## src/hw/byte_timer_pkg.sv

```systemverilog
// constants, register map and field layout of the byte timer
// Behaviour
// - prescaler divides cpu clock 2/4/8, oscillator 8000
// - 8-bit up-counter seen through two count registers
// - alternate count read leaves overflow flag set
// - writing either count register reloads FCh
// - counter resets to FCh in every mode
// - count sequence period follows clock select field
// - rollover FFh to 00h sets overflow flag
// - overflow interrupt needs enable and clear cpu mask
// - runs in wait, frozen in halt
// - two capture registers latch count on edge
// - capture registers are read-only
// - capture edge sets flag, keeps latest count
// - one shared enable for both capture interrupts
// - capture flag clears: status read, capture access
// - one pulse or pwm mode: only capture two
// - bonded capture inputs always connected, only selected edge counts
// - unbonded timer input always reads one
// - compare match sets flag, drives pin, interrupts
// - both compare registers checked every timer tick
// - compare registers software-only, reset to 00h
// - matched pin takes programmed level, resets low
// - compare flag clears: status read, compare access
// - divide-by-2 matches at plus one, slower at equal
package byte_timer_pkg;
	localparam int          ADDR_W      = 6;
	localparam logic [7:0]  CNT_RESET   = 8'hfc;
	localparam logic [7:0]  CNT_TOP     = 8'hff;
	localparam logic [7:0]  CMP_RESET   = 8'h00;
	localparam logic [7:0]  CNT_ONE     = 8'h01;
	localparam int          OSC_DIV_DEF = 8000;
	// register byte offsets
	localparam logic [5:0]  OFF_CTRL1   = 6'h00;
	localparam logic [5:0]  OFF_CTRL2   = 6'h04;
	localparam logic [5:0]  OFF_STATUS  = 6'h08;
	localparam logic [5:0]  OFF_MAINCNT = 6'h0c;
	localparam logic [5:0]  OFF_ALTCNT  = 6'h10;
	localparam logic [5:0]  OFF_CAP1    = 6'h14;
	localparam logic [5:0]  OFF_CAP2    = 6'h18;
	localparam logic [5:0]  OFF_CMP1    = 6'h1c;
	localparam logic [5:0]  OFF_CMP2    = 6'h20;
	localparam logic [5:0]  OFF_SYS     = 6'h24;
	// timer_control_one fields
	localparam int          C1_CAP_IE   = 7;
	localparam int          C1_CMP_IE   = 6;
	localparam int          C1_OVF_IE   = 5;
	localparam int          C1_EDGE1    = 1;
	localparam int          C1_LVL1     = 0;
	localparam int          C1_LVL2     = 2;
	// timer_control_two fields
	localparam int          C2_PIN1     = 7;
	localparam int          C2_PIN2     = 6;
	localparam int          C2_OPM      = 5;
	localparam int          C2_PWM      = 4;
	localparam int          C2_CLK_LO   = 2;
	localparam int          C2_EDGE2    = 1;
	// timer_status_reg fields
	localparam int          ST_CAPF1    = 7;
	localparam int          ST_CMPF1    = 6;
	localparam int          ST_OVF      = 5;
	localparam int          ST_CAPF2    = 4;
	localparam int          ST_CMPF2    = 3;
	// system register fields
	localparam int          SYS_MASK    = 0;
	localparam int          SYS_HALT    = 1;
	localparam logic [7:0]  SYS_RESET   = 8'h01;
	// clock select codes and fast divider terminal counts
	typedef enum logic [1:0] {
		SEL_DIV2 = 2'h0,
		SEL_DIV4 = 2'h1,
		SEL_DIV8 = 2'h2,
		SEL_OSC  = 2'h3
	} clk_sel_t;
	localparam logic [2:0]  DIV2_LAST   = 3'h1;
	localparam logic [2:0]  DIV4_LAST   = 3'h3;
	localparam logic [2:0]  DIV8_LAST   = 3'h7;
	localparam logic [1:0]  RESP_OKAY   = 2'h0;
	localparam logic [1:0]  RESP_SLVERR = 2'h2;
endpackage

```

## src/hw/capture_if.sv

```systemverilog
// signals between the timer core and one capture channel
`timescale 1ns/1ps
interface capture_if;
	logic       edge_sel;
	logic       allow;
	logic [7:0] count;
	logic       event_pulse;
	logic [7:0] value;
	modport owner (output edge_sel, output allow, output count,
		input event_pulse, input value);
	modport channel (input edge_sel, input allow, input count,
		output event_pulse, output value);
endinterface

```

## src/hw/byte_timer.sv

```systemverilog
// byte timer: counter, capture, compare and AXI4-Lite registers
//
// The register addresses and the AXI4-Lite slave port were left to the implementer.
`timescale 1ns/1ps
module byte_timer
	import byte_timer_pkg::*;
#(
	parameter int OSC_DIV     = byte_timer_pkg::OSC_DIV_DEF,
	parameter bit CAP1_BONDED = 1'b1,
	parameter bit CAP2_BONDED = 1'b1
)(
	// clock, reset, enable
	input  wire logic        clk,
	input  wire logic        resetn,
	input  wire logic        ce,
	// oscillator half-rate tick, same clock domain
	input  wire logic        osc_tick,
	// timer pins
	input  wire logic        capture_in_one,
	input  wire logic        capture_in_two,
	output logic             compare_out_one,
	output logic             compare_out_one_oe,
	output logic             compare_out_two,
	output logic             compare_out_two_oe,
	// interrupt request
	output logic             timer_irq,
	// AXI4-Lite write address and data
	input  wire logic [byte_timer_pkg::ADDR_W-1:0] s_axi_awaddr,
	input  wire logic        s_axi_awvalid,
	output logic             s_axi_awready,
	input  wire logic [31:0] s_axi_wdata,
	input  wire logic [3:0]  s_axi_wstrb,
	input  wire logic        s_axi_wvalid,
	output logic             s_axi_wready,
	// AXI4-Lite write response
	output logic [1:0]       s_axi_bresp,
	output logic             s_axi_bvalid,
	input  wire logic        s_axi_bready,
	// AXI4-Lite read
	input  wire logic [byte_timer_pkg::ADDR_W-1:0] s_axi_araddr,
	input  wire logic        s_axi_arvalid,
	output logic             s_axi_arready,
	output logic [31:0]      s_axi_rdata,
	output logic [1:0]       s_axi_rresp,
	output logic             s_axi_rvalid,
	input  wire logic        s_axi_rready
);
	import byte_timer_pkg::*;

	// software registers
	logic [7:0]        ctrl1_ff;
	logic [7:0]        ctrl2_ff;
	logic [7:0]        sys_ff;
	logic [7:0]        cmp_ff [2];
	// counter and flags
	logic [7:0]        count_ff;
	logic              ovf_flag_ff;
	logic              ovf_armed_ff;
	logic [1:0]        cap_flag_ff;
	logic [1:0]        cap_armed_ff;
	logic [1:0]        cmp_flag_ff;
	logic [1:0]        cmp_armed_ff;
	logic [1:0]        pin_ff;
	// bus holding registers
	logic              aw_held_ff;
	logic              w_held_ff;
	logic [ADDR_W-1:0] awaddr_ff;
	logic [7:0]        wdata_ff;
	logic              wbyte_ff;
	logic              bvalid_ff;
	logic [1:0]        bresp_ff;
	logic              rvalid_ff;
	logic [31:0]       rdata_ff;
	logic [1:0]        rresp_ff;
	// decoded strobes
	logic              wr_go;
	logic              rd_go;
	logic              wr_hit;
	logic              rd_hit;
	logic [7:0]        nxt_rdata;
	logic              tick;
	logic              cnt_write;
	logic              mode_special;
	logic              fast_sel;
	logic              ovf_event;
	logic              st_read;
	logic              main_read;
	logic [1:0]        cap_event;
	logic [1:0]        cap_access;
	logic [1:0]        cmp_event;
	logic [1:0]        cmp_access;
	logic [1:0]        lvl;
	logic [1:0]        pin_en;
	logic [7:0]        cap_value [2];
	clk_sel_t          clk_sel;

	capture_if cap_bus [2] ();

	// handshake: one read in flight at most; a second write can be taken and held while a write response waits
	assign s_axi_awready = ce && !aw_held_ff;
	assign s_axi_wready  = ce && !w_held_ff;
	assign s_axi_arready = ce && !rvalid_ff;
	assign wr_go = ce && aw_held_ff && w_held_ff && !bvalid_ff;
	assign rd_go = s_axi_arvalid && s_axi_arready;
	assign s_axi_bvalid = bvalid_ff;
	assign s_axi_bresp  = bresp_ff;
	assign s_axi_rvalid = rvalid_ff;
	assign s_axi_rdata  = rdata_ff;
	assign s_axi_rresp  = rresp_ff;

	// address, data and response of the write channel
	always_ff @(posedge clk or negedge resetn)
	begin
		if (!resetn)
		begin
			aw_held_ff <= 1'b0;
			w_held_ff  <= 1'b0;
			awaddr_ff  <= '0;
			wdata_ff   <= 8'h00;
			wbyte_ff   <= 1'b0;
			bvalid_ff  <= 1'b0;
			bresp_ff   <= RESP_OKAY;
		end
		else if (ce)
		begin
			if (s_axi_awvalid && s_axi_awready)
			begin
				aw_held_ff <= 1'b1;
				awaddr_ff  <= s_axi_awaddr;
			end
			else if (wr_go)
				aw_held_ff <= 1'b0;
			if (s_axi_wvalid && s_axi_wready)
			begin
				w_held_ff <= 1'b1;
				wdata_ff  <= s_axi_wdata[7:0];
				wbyte_ff  <= s_axi_wstrb[0];
			end
			else if (wr_go)
				w_held_ff <= 1'b0;
			if (wr_go)
			begin
				bvalid_ff <= 1'b1;
				bresp_ff  <= wr_hit ? RESP_OKAY : RESP_SLVERR;
			end
			else if (s_axi_bready)
				bvalid_ff <= 1'b0;
		end
	end

	// write address decode
	always_comb
	begin
		case (awaddr_ff)
			OFF_CTRL1, OFF_CTRL2, OFF_STATUS, OFF_MAINCNT,
			OFF_ALTCNT, OFF_CAP1, OFF_CAP2, OFF_CMP1, OFF_CMP2,
			OFF_SYS: wr_hit = 1'b1;
			default: wr_hit = 1'b0;
		endcase
	end

	// read data mux; status bits show live flags
	always_comb
	begin
		rd_hit    = 1'b1;
		nxt_rdata = 8'h00;
		case (s_axi_araddr)
			OFF_CTRL1:   nxt_rdata = ctrl1_ff;
			OFF_CTRL2:   nxt_rdata = ctrl2_ff;
			OFF_STATUS:
			begin
				nxt_rdata[ST_CAPF1] = cap_flag_ff[0];
				nxt_rdata[ST_CMPF1] = cmp_flag_ff[0];
				nxt_rdata[ST_OVF]   = ovf_flag_ff;
				nxt_rdata[ST_CAPF2] = cap_flag_ff[1];
				nxt_rdata[ST_CMPF2] = cmp_flag_ff[1];
			end
			OFF_MAINCNT: nxt_rdata = count_ff;
			OFF_ALTCNT:  nxt_rdata = count_ff;
			OFF_CAP1:    nxt_rdata = cap_value[0];
			OFF_CAP2:    nxt_rdata = cap_value[1];
			OFF_CMP1:    nxt_rdata = cmp_ff[0];
			OFF_CMP2:    nxt_rdata = cmp_ff[1];
			OFF_SYS:     nxt_rdata = sys_ff;
			default:     rd_hit = 1'b0;
		endcase
	end

	// read answer registered one cycle after address
	always_ff @(posedge clk or negedge resetn)
	begin
		if (!resetn)
		begin
			rvalid_ff <= 1'b0;
			rdata_ff  <= 32'h0;
			rresp_ff  <= RESP_OKAY;
		end
		else if (ce)
		begin
			if (rd_go)
			begin
				rvalid_ff <= 1'b1;
				rdata_ff  <= {24'h0, nxt_rdata};
				rresp_ff  <= rd_hit ? RESP_OKAY : RESP_SLVERR;
			end
			else if (s_axi_rready)
				rvalid_ff <= 1'b0;
		end
	end

	// control and system registers; low byte lane only
	always_ff @(posedge clk or negedge resetn)
	begin
		if (!resetn)
		begin
			ctrl1_ff <= 8'h00;
			ctrl2_ff <= 8'h00;
			sys_ff   <= SYS_RESET;
		end
		else if (wr_go && wbyte_ff)
		begin
			if (awaddr_ff == OFF_CTRL1)
				ctrl1_ff <= wdata_ff;
			if (awaddr_ff == OFF_CTRL2)
				ctrl2_ff <= wdata_ff;
			if (awaddr_ff == OFF_SYS)
				sys_ff <= wdata_ff;
		end
	end

	always_ff @(posedge clk or negedge resetn)
	begin
		if (!resetn)
		begin
			cmp_ff[0] <= CMP_RESET;
			cmp_ff[1] <= CMP_RESET;
		end
		else if (wr_go && wbyte_ff)
		begin
			if (awaddr_ff == OFF_CMP1)
				cmp_ff[0] <= wdata_ff;
			if (awaddr_ff == OFF_CMP2)
				cmp_ff[1] <= wdata_ff;
		end
	end

	assign cnt_write = wr_go && (awaddr_ff == OFF_MAINCNT
		|| awaddr_ff == OFF_ALTCNT);
	assign clk_sel = clk_sel_t'(ctrl2_ff[C2_CLK_LO +: 2]);
	assign fast_sel = (clk_sel == SEL_DIV2);
	assign mode_special = ctrl2_ff[C2_OPM] || ctrl2_ff[C2_PWM];

	timer_prescaler #(
		.OSC_DIV (OSC_DIV)
	) u_prescaler (
		.clk      (clk),
		.resetn   (resetn),
		.ce       (ce),
		.run      (!sys_ff[SYS_HALT]),
		.restart  (cnt_write),
		.sel      (clk_sel),
		.osc_tick (osc_tick),
		.tick     (tick)
	);

	always_ff @(posedge clk or negedge resetn)
	begin
		if (!resetn)
			count_ff <= CNT_RESET;
		else if (ce && cnt_write)
			count_ff <= CNT_RESET;
		else if (ce && tick)
			count_ff <= count_ff + CNT_ONE;
	end

	// side effects of reads and accesses
	assign st_read   = rd_go && s_axi_araddr == OFF_STATUS;
	assign main_read = rd_go && s_axi_araddr == OFF_MAINCNT;
	assign ovf_event = ce && tick && count_ff == CNT_TOP;

	always_ff @(posedge clk or negedge resetn)
	begin
		if (!resetn)
		begin
			ovf_flag_ff  <= 1'b0;
			ovf_armed_ff <= 1'b0;
		end
		else if (ce)
		begin
			if (ovf_event)
				ovf_flag_ff <= 1'b1;
			else if (main_read && ovf_armed_ff)
				ovf_flag_ff <= 1'b0;
			if (main_read || !ovf_flag_ff)
				ovf_armed_ff <= 1'b0;
			else if (st_read)
				ovf_armed_ff <= 1'b1;
		end
	end

	// per-channel capture and compare logic
	genvar gi;
	generate
		for (gi = 0; gi < 2; gi++)
		begin : g_chan
			localparam logic [5:0] CAP_OFF = gi ? OFF_CAP2 : OFF_CAP1;
			localparam logic [5:0] CMP_OFF = gi ? OFF_CMP2 : OFF_CMP1;

			// capture one idle in special modes
			assign cap_bus[gi].allow = (gi == 1) || !mode_special;
			assign cap_bus[gi].edge_sel = gi ? ctrl2_ff[C2_EDGE2]
				: ctrl1_ff[C1_EDGE1];
			assign cap_bus[gi].count = count_ff;
			assign cap_event[gi] = cap_bus[gi].event_pulse;
			assign cap_value[gi] = cap_bus[gi].value;

			assign cap_access[gi] = (rd_go && s_axi_araddr == CAP_OFF)
				|| (wr_go && awaddr_ff == CAP_OFF);
			assign cmp_access[gi] = (rd_go && s_axi_araddr == CMP_OFF)
				|| (wr_go && awaddr_ff == CMP_OFF);

			// plus one at div2, equal otherwise
			assign cmp_event[gi] = ce && tick && (fast_sel
				? (count_ff + CNT_ONE) == cmp_ff[gi]
				: count_ff == cmp_ff[gi]);

			always_ff @(posedge clk or negedge resetn)
			begin
				if (!resetn)
				begin
					cap_flag_ff[gi]  <= 1'b0;
					cap_armed_ff[gi] <= 1'b0;
				end
				else if (ce)
				begin
					if (cap_event[gi])
						cap_flag_ff[gi] <= 1'b1;
					else if (cap_access[gi] && cap_armed_ff[gi])
						cap_flag_ff[gi] <= 1'b0;
					if (cap_access[gi] || !cap_flag_ff[gi])
						cap_armed_ff[gi] <= 1'b0;
					else if (st_read)
						cap_armed_ff[gi] <= 1'b1;
				end
			end

			always_ff @(posedge clk or negedge resetn)
			begin
				if (!resetn)
				begin
					cmp_flag_ff[gi]  <= 1'b0;
					cmp_armed_ff[gi] <= 1'b0;
				end
				else if (ce)
				begin
					if (cmp_event[gi])
						cmp_flag_ff[gi] <= 1'b1;
					else if (cmp_access[gi] && cmp_armed_ff[gi])
						cmp_flag_ff[gi] <= 1'b0;
					if (cmp_access[gi] || !cmp_flag_ff[gi])
						cmp_armed_ff[gi] <= 1'b0;
					else if (st_read)
						cmp_armed_ff[gi] <= 1'b1;
				end
			end

			assign lvl[gi] = gi ? ctrl1_ff[C1_LVL2] : ctrl1_ff[C1_LVL1];
			assign pin_en[gi] = gi ? ctrl2_ff[C2_PIN2] : ctrl2_ff[C2_PIN1];

			always_ff @(posedge clk or negedge resetn)
			begin
				if (!resetn)
					pin_ff[gi] <= 1'b0;
				else if (cmp_event[gi] && pin_en[gi])
					pin_ff[gi] <= lvl[gi];
			end
		end
	endgenerate

	capture_channel #(
		.BONDED (CAP1_BONDED)
	) u_cap_one (
		.clk    (clk),
		.resetn (resetn),
		.ce     (ce),
		.pin    (capture_in_one),
		.cif    (cap_bus[0])
	);

	capture_channel #(
		.BONDED (CAP2_BONDED)
	) u_cap_two (
		.clk    (clk),
		.resetn (resetn),
		.ce     (ce),
		.pin    (capture_in_two),
		.cif    (cap_bus[1])
	);

	// pins driven only while enabled
	assign compare_out_one    = pin_ff[0];
	assign compare_out_two    = pin_ff[1];
	assign compare_out_one_oe = pin_en[0];
	assign compare_out_two_oe = pin_en[1];

	assign timer_irq = !sys_ff[SYS_MASK] && (
		(ovf_flag_ff && ctrl1_ff[C1_OVF_IE])
		|| (|cap_flag_ff && ctrl1_ff[C1_CAP_IE])
		|| (|cmp_flag_ff && ctrl1_ff[C1_CMP_IE]));
endmodule

```

## src/hw/capture_channel.sv

```systemverilog
// one input capture channel: pin synchroniser, edge select, latch
`timescale 1ns/1ps
module capture_channel #(
	parameter bit BONDED = 1'b1
)(
	// clock and reset
	input  wire logic clk,
	input  wire logic resetn,
	input  wire logic ce,
	// pin and core side
	input  wire logic pin,
	capture_if.channel cif
);
	logic meta_ff;
	logic sync_ff;
	logic prev_ff;
	logic level;
	logic rise;
	logic fall;
	logic [7:0] value_ff;

	// two-stage synchroniser for the asynchronous pin
	always_ff @(posedge clk or negedge resetn)
	begin
		if (!resetn)
		begin
			meta_ff <= 1'b1;
			sync_ff <= 1'b1;
			prev_ff <= 1'b1;
		end
		else if (ce)
		begin
			meta_ff <= pin;
			sync_ff <= meta_ff;
			prev_ff <= level;
		end
	end

	assign level = BONDED ? sync_ff : 1'b1;
	assign rise  = level && !prev_ff;
	assign fall  = !level && prev_ff;
	assign cif.event_pulse = ce && cif.allow
		&& (cif.edge_sel ? rise : fall);

	always_ff @(posedge clk or negedge resetn)
	begin
		if (!resetn)
			value_ff <= 8'h00;
		else if (cif.event_pulse)
			value_ff <= cif.count;
	end
	assign cif.value = value_ff;
endmodule

```

## src/hw/timer_prescaler.sv

```systemverilog
// prescaler producing one-cycle timer ticks
`timescale 1ns/1ps
module timer_prescaler
	import byte_timer_pkg::*;
#(
	parameter int OSC_DIV = OSC_DIV_DEF
)(
	// clock and reset
	input  wire logic               clk,
	input  wire logic               resetn,
	input  wire logic               ce,
	// control
	input  wire logic               run,
	input  wire logic               restart,
	input  wire byte_timer_pkg::clk_sel_t sel,
	input  wire logic               osc_tick,
	// result
	output logic                    tick
);
	localparam logic [12:0] OSC_LAST = 13'(OSC_DIV - 1);
	logic [2:0]  fast_ff;
	logic [12:0] slow_ff;
	logic [2:0]  fast_last;
	logic        slow_hit;

	// terminal count of the cpu clock divider
	always_comb
	begin
		case (sel)
			SEL_DIV2: fast_last = DIV2_LAST;
			SEL_DIV4: fast_last = DIV4_LAST;
			default:  fast_last = DIV8_LAST;
		endcase
	end

	assign slow_hit = osc_tick && (slow_ff == OSC_LAST);
	assign tick = run && ((sel == SEL_OSC) ? slow_hit
		: (fast_ff == fast_last));

	// cpu clock divider; halt freezes it
	always_ff @(posedge clk or negedge resetn)
	begin
		if (!resetn)
			fast_ff <= 3'h0;
		else if (ce && (restart || tick))
			fast_ff <= 3'h0;
		else if (ce && run && sel != SEL_OSC)
			fast_ff <= fast_ff + 3'h1;
	end

	// oscillator tick divider
	always_ff @(posedge clk or negedge resetn)
	begin
		if (!resetn)
			slow_ff <= 13'h0;
		else if (ce && (restart || tick))
			slow_ff <= 13'h0;
		else if (ce && run && sel == SEL_OSC && osc_tick)
			slow_ff <= slow_ff + 13'h1;
	end
endmodule

```

## config.mk

```make
export PLATFORM = sky130hd
export DESIGN_NAME = byte_timer
export DESIGN_NICKNAME = d
export VERILOG_FILES = /design/src/hw/byte_timer_pkg.sv /design/src/hw/capture_if.sv /design/src/hw/byte_timer.sv /design/src/hw/capture_channel.sv /design/src/hw/timer_prescaler.sv
export SDC_FILE = /design/constraint.sdc
export NUM_CORES = 1
export LEC_CHECK = 0
export BUFFER_PORTS_ARGS = -buffer_cell sky130_fd_sc_hd__buf_2
export CAP_MARGIN = 20
export CORE_MARGIN = 2
export CORE_UTILIZATION = 25
export DETAILED_ROUTE_END_ITERATION = 16
export SLEW_MARGIN = 30
export SYNTH_ARGS = -nofsm -noshare
export SYNTH_HDL_FRONTEND = slang
export SYNTH_SLANG_ARGS = --single-unit
```

## constraint.sdc

```tcl
create_clock -name clk -period 3.45 [get_ports clk]
set_clock_uncertainty 0.1 [all_clocks]
set_input_delay 0.8625 -clock clk [delete_from_list [all_inputs] [get_ports clk]]
set_output_delay 0.8625 -clock clk [all_outputs]
set_load 0.05 [all_outputs]
```

# Word-level counts from Yosys, hierarchy flattened
# Cells that the tools add are included.
[totals]
ff_bits = 129
latch_bits = 0
ramBits = 0
rom_bits = 0
inputBits = 59
output_inout_bits = 46
memories = 0
[op_classes]
n_addsub = 3
n_mul = 0
n_div = 0
order_cmp = 0
n_eq_ne = 28
shifts = 0
muxes = 41
n_bitwise = 0
n_reduce_logical = 129
[ops]
columns = ["operator", "n"]
rows = [
  ["$logic_and 1x1->1", 51],
  ["$eq 6x5->1 const B", 8],
  ["$reduce_and 2->1", 23],
  ["$pmux 5 s9", 1],
  ["$reduce_bool 2->1", 17],
  ["$eq 8x8->1", 4],
  ["$mux 1", 30],
  ["$mux 13", 2],
  ["$eq 6x4->1 const B", 4],
  ["$eq 6x6->1 const B", 4],
  ["$pmux 3 s8", 1],
  ["$reduce_or 10->1", 2],
  ["$logic_not 1->1", 16],
  ["$mux 8", 2],
  ["$logic_or 1x1->1", 14],
  ["$add 13x1->13 const B", 1],
  ["$eq 13x13->1 const B", 1],
  ["$eq 6x3->1 const B", 2],
  ["$logic_not 6->1", 2],
  ["$add 8x1->8 const B", 1],
  ["$eq 8x8->1 const B", 1],
  ["$mux 3", 2],
  ["$pmux 3 s2", 1],
  ["$reduce_or 2->1", 3],
  ["7 further kinds", 8],
]

# Longest topological paths before layout
# Gate-level depths: netlist of run 1.
[depth]
word_depth = 9
ltp_mapped = 9
mapped_depth_nobuf = 7

# Cells and area by module
# From an unflattened synthesis of run 1, not the netlist that was laid out.
[hier_totals]
hier_cells = 676
hier_area_um2 = 7089.3
[by_module_without_submodules]
columns = ["mod", "instances", "cells_each", "area_per_inst_um2", "seq_area_each_um2"]
rows = [
  ["byte_timer", 1, 455, 4818.4, 2235.9],
  ["capture_channel", 2, 62, 649.4, 279.0],
  ["timer_prescaler", 1, 97, 972.2, 400.4],
]

# Worst setup path before layout of run 1
# Ideal clock, no wire load.
[synth_path]
path_type = "input port to output port"
start = "in ce"
end = "out s_axi_arready"
arrival_time_ns = 2.200
required_time_ns = 2.487
path_slack_ns = 0.288
stages = 3
path_buffers = 2
cell_sequence = "clkbuf_1 -> clkbuf_1 -> nor2b_1"
[synth_via]
elab_chain_cells = 1
[synth_rtl]
columns = ["item", "line_no", "rtl"]
rows = [
  ["start, declared", "byte_timer.sv:15", "input wire logic ce,"],
  ["$logic_and 1x1->1", "byte_timer.sv:102", "assign s_axi_arready = ce && !rvalid_ff;"],
  ["end, declared", "byte_timer.sv:42", "output logic s_axi_arready,"],
]
# Every way passes these cells.

# Final worst setup path of run 1
[layout_path]
start = "in ce"
end = "out s_axi_wready"
[layout_via]
elab_chain_cells = 1
[layout_rtl]
columns = ["item", "line_no", "rtl"]
rows = [
  ["$logic_and 1x1->1", "byte_timer.sv:101", "assign s_axi_wready = ce && !w_held_ff;"],
  ["end, declared", "byte_timer.sv:34", "output logic s_axi_wready,"],
]
# Every way passes these cells.

==> run metrics, run 1 <==
status=complete, no violations; Buffers & Inverters on Critical Path=3; Hold Path Class=input pin to asynchronous set/reset pin; post-synth cell types=69; design area=around 7800 um2; Row Count=59; startpoint types=input pin; endpoints failing setup=0; Slew HR=0.567; most frequent CP cell=buf_2; sequential fraction of the synthesis area=0.482; Post-synth EDFFs=0; Crit path max-delay family=buffers and inverters; htree depth=4; chip height=167 um; Die Area=27,800 um2; Residual DRC=0; number of nets in the layout=a little over 700; Vias per Instance=4.79; Most used DFF post-synth=dfrtp_1; crit path DAT=1.79 ns; PortBufs=51; critical path's largest stage delay=0.30 ns; fin cells=about 1,000; DRT Wirelength=16.7 mm; Starting Density=0.254; cells along the critical path=buf_2 > buf_4 > nor2b_1 > buf_2; post-CTS sizing=0; Area Growth Syn to Fin=16.9%; Slew @ Worst Pin=0.649 ns; most common cell after layout, fill and taps aside=dfrtp_1; CTS sink cnt=127; Placeable Area=26,100 um2; Post-Syn Area per Cell=11.2 um2; max_cap viols=0; Yosys reg bits=127; vias=4,777; largest cells by area after synthesis=dfrtp_1 43%, mux2_2 13%, dfstp_2 5.2%; CP Capture Type=output pin; endpoints failing hold=0; total power density per cell area=723 nW/um2; Placer Congestion=about 0.84; Setup WS post-layout=just under 0.7 ns; Die W=167 um; Min Hold Slack=0.363 ns; post-CTS setup buffers=0; first-pass GRT wire length=26.6 mm; commonest non-fill, non-tap cells in the layout=114 x dfrtp_1, 77 x mux2_2, 58 x nand2_1, 50 x buf_2, 45 x nor2_1; crit share post-route=0.799; crit path time final=2.76 ns; dpl cell area=a little over 7000 um2; # hold bufs at CTS=0; Critical Path RT=2.49 ns; vias in the first global route=around 4,700; Detail Route Antenna Nets=0; Crit Path Max Fanout=9; share of cells above drive strength 1=0.310; slowest CP cell=buf_2; Yosys warning count=0; setup_tns=0 ns; Tot GR Track Use=0.122; CTS Root Cell=clkbuf_16; max-slew violations=0; ys async rst share=1.00; maximum vdd drop=0.000403 V; WS Path Type=input pin to output pin; largest net degree at the start of global routing=49; CTS tree=done; area share of the largest cell type after synthesis=0.430; Worst-path clk slew=0.06 ns; leak pwr=3.50 nW; top-level I/O count=105; placed insts=965; Synth area leader=dfrtp_1; CTS max path bufs=2; Post-DP HPWL=12.3 mm; mapped cell area=roughly 6600 um2; CTS Buf Count=17; DR iter-0 viols=416; f_max=around 360 MHz; Post-Syn Instances=592; unrepaired setup endpoints after global routing=false; pre-CTS WS=0.575 ns; total gr overflow=0; worst skew pair latency=0.42 ns; antenna violations before repair=1; first drt pass iteration count=6; drt wl/cell=roughly 17 um
path summary, 6_finish.rpt:
kind / start / endpoint / slack (ns) / cells past startpoint
max: ce / s_axi_wready / 0.69 / 4
min: resetn / u_prescaler.fast_ff[1] / 0.36 / 1
max reg2reg: cap_bus[0].count[0] / compare_out_one / 0.73 / 7
min reg2reg: s_axi_rdata[4] / s_axi_rdata[4] / 0.37 / 1
max in group asynchronous: resetn / sys_ff[0] / 2.15 / 2
min in group clk: s_axi_rdata[4] / s_axi_rdata[4] / 0.37 / 1
power by group:
group / switching [mW] / internal, mW / total [mW]
sequential: 0.532 / 1.91 / 2.44
clock: 0.706 / 1.02 / 1.73
combinational: 0.785 / 0.658 / 1.44
total: 2.02 / 3.59 / 5.61
through the flow:
stage / util / power (mW)
floorplan: - / 3.49
global placement: 0.276 / 3.85
detailed placement: 0.276 / 3.89
CTS: 0.297 / 5.64
global route: 0.297 / 5.91
finish: 0.297 / 5.61
routing by layer:
layer  routed length (um)  track usage  vias up
li1                     -            -     2219
met1                 8050        0.174     2342
met2                 7130        0.178      195
met3                 1180       0.0335       21
met4                  305       0.0427        0
met5                    0            0        -
cell usage after synthesis (all sizes together), types with 4 or more instances:
cell and instances:
dfrtp 114, dfstp 13, nor3 8, a21oi 12, a31oi 11, nand4 8
a22oi 9, a21o 8, xnor2 23, nand2b 4, and3 6, a22o 7
a222oi 11, a221oi 7, and2 5, xor2 14, buf 41, a211oi 5
nor2b 5, o21ai 11, nor3b 5, inv 5, nor2 45, nand3 25
nand2 58, mux2 79, clkbuf 11
logic make-up (layout without fill, tap and decap cells):
logic type | count (synthesis) | after routing | synth area share
muxes | 80 | 80 | 0.136
xor gates and xnor gates | 39 | 39 | 0.0559
and+or+nand+nor | 189 | 189 | 0.151
buffers and inverters | 57 | 102 | 0.0557
AOI/OAI and AO/OA | 96 | 96 | 0.113
adders and majority gates | 3 | 3 | 0.00566
other | 1 | 27 | 0.000566
DFF | 127 | 127 | 0.482
cell type report:
type	instances	area (um2)
Fill cell	2646	18300
Sequential cell	127	3190
Multi-Input combinational cell	433	3160
Clock buffer	19	443
Tap cell	335	419
Timing Repair Buffer	65	388
Clock inverter	13	128
Inverter	5	18.8
Antenna cell	1	2.50
registers in the layout, summed over array words and instances (netlist names), 2 cells and up:
name                 flops
ctrl2_ff                 8
awaddr_ff                6
u_prescaler.slow_ff     13
u_cap_one.cif.value      8
sys_ff                   8
cap_armed_ff             2
cmp_ff                  16
cmp_armed_ff             2
ctrl1_ff                 8
u_cap_two.cif.value      8
cap_flag_ff              2
wdata_ff                 8
cap_bus.count            8
s_axi_rdata              8
cmp_flag_ff              2
u_prescaler.fast_ff      3
Note: power is estimated with default switching activity, not from simulation.
==> inputs of run 2 (changes only) <==
Clock period 3.45 ns to 2.47 ns, I/O delays scaled along.
==> run metrics, run 2 (synthesis results as in run 1) <==
Area Growth Syn to Fin=23.1%; biggest regs=cmp_ff: 16 flops, u_prescaler.slow_ff: 13 flops; Residual DRC=0; Worst setup startpoint=cap_bus[0].count[3]; endpoints failing hold=0; pre-CTS WS=-0.0683 ns; Crit path max-delay family=simple AND/OR/NAND/NOR gates; PortBufs=51; worst reg-to-reg path cell count=7; Slew @ Worst Pin=0.959 ns; Die Area=between 20,000 and 30,000 um2; commonest non-fill, non-tap cells in the layout=114 x dfrtp_1, 77 x mux2_2, 58 x nand2_1, 57 x buf_4, 50 x buf_2; Buffers & Inverters on Critical Path=1; endpoints failing setup=0; CTS sink cnt=127; CTS Root Cell=clkbuf_16; chip height=167 um; cells along the critical path=buf_6 > and4bb_1 > and4_1 > a22oi_1 > a2111oi_4 > nand4_1 > mux2_1; Critical Path RT=2.68 ns; FF+latch area=3190 um2; drt wl/cell=16.4 um; Top reg by flops=cmp_ff; total power density per cell area=1000 nW/um2; vias in the first global route=4,815; largest net degree at the start of global routing=45; Crit Path Max Fanout=6; Tot GR Track Use=0.126; most common cell after layout, fill and taps aside=dfrtp_1; Worst-path clk slew=0.06 ns; crit path DAT=2.55 ns; multi-input logic area=3180 um2; CTS Buf Count=17; Vias per Instance=about 4.7; startpoint types=register; top-level I/O count=105; first drt pass iteration count=7; max_cap viols=0; Hold Path Class=input pin to register; Hold Crit Start=s_axi_wdata[4]; f_max=around 430 MHz; Placeable Area=26,100 um2; Detail Route Antenna Nets=0; CP Capture Type=register; critical path's largest stage delay=roughly 0.54 ns; max-slew violations=0; CTS max path bufs=2; Row Count=59; worst skew pair latency=0.42 ns; RR Startpoint=cap_bus[0].count[3]; total gr overflow=0; antenna violations before repair=1; share of cells above drive strength 1=0.362; Seq pwr share=0.403; Switch Pwr=2.93 mW; DRT Wirelength=around 17 mm; overall power=between 8 and 9 mW; max FFs per register=16; unrepaired setup endpoints after global routing=false; Crit path depth=7; worst r2r dst=compare_out_two; status=complete, no violations; Sw Share=0.359; Int Power=5.24 mW; Setup WS post-layout=0.123 ns; DR iter-0 viols=423; worst setup path endpoint=compare_out_two; vias=4,916; maximum vdd drop=0.000522 V; Slew HR=0.355; leak pwr=3.74 nW; clock share of power=0.298; crit share post-route=0.950; # diodes=0; CTS tree=done; slowest CP cell=dfstp_2; WS Path Type=register to register; Post-DP HPWL=13.0 mm; Placer Congestion=0.847; htree depth=4; fillers=2,647; first-pass GRT wire length=27.2 mm; R2R Setup Slk=0.12 ns; number of nets in the layout=759; crit path time final=2.35 ns; Starting Density=0.254; combinational share of power=0.298; Die W=roughly 170 um; dpl cell area=7510 um2; design area=8160 um2
run 2: cell count changes in the layout (fill, tap and decap cells not counted), moves of 2 or more:
cell,before,now
buf_4,13,57
buf_6,0,2
clkinvlp_4,2,4
inv_6,4,2
inv_8,1,4
run 2: routing by layer:
layer  up-vias  routed length (um)  global-route usage
met5         -                  16                   0
met4         2                 346              0.0499
met3        25                1150              0.0295
met2       176                7460               0.183
met1      2405                8180               0.181
li1       2308                   -                   -
run 2: worst min path at each step:
stage | to | slack [ns] | cells past startpoint
floorplan | aw_held_ff | 0.22 | 0
global placement | s_axi_rdata[1] | 0.36 | 1
detailed placement | s_axi_rdata[7] | 0.37 | 1
CTS | wdata_ff[4] | 0.31 | 2
global route | wdata_ff[4] | 0.30 | 2
finish | wdata_ff[4] | 0.32 | 2
run 2: timing repair:
| item | in CTS | in global routing |
|---|---|---|
| endpoints found under the setup margin | 0 | 2 |
| endpoints found under the hold margin | 9 | 0 |
| buffers inserted | 0 | 5 |
| gates resized for setup | 0 | 5 |
| hold buffers | 1 | 0 |
run 2: stage by stage:
stage	instances	util	hold slack, ns	TNS (ns)
2_1_floorplan	617	-	0.222	0
3_3_place_gp	1007	0.288	0.358	-0.799
3_5_place_dp	1007	0.288	0.367	-0.640
4_1_cts	1040	0.311	0.307	0
5_1_grt	1045	0.313	0.300	0
6_report	1045	0.313	0.320	0
run 2: power groups by stage:
stage | clock (mW) | combinational (mW) | sequential [mW]
final | 2.44 | 2.44 | 3.29
after global routing | 2.59 | 2.66 | 3.38
after CTS | 2.49 | 2.36 | 3.28
after detailed placement | 0 | 2.35 | 3.31
after global placement | 0 | 2.31 | 3.28
after floorplan | 0 | 1.78 | 3.10
run 2: cell type report:
| class | instances | share of cell area |
|---|---|---|
| Clock buffer | 17 | 0.0521 |
| Clock inverter | 15 | 0.0189 |
| Timing Repair Buffer | 113 | 0.0944 |
| Multi-Input combinational cell | 433 | 0.390 |
| Sequential cell | 127 | 0.391 |
| Tap cell | 335 | 0.0514 |
| Inverter | 5 | 0.00230 |
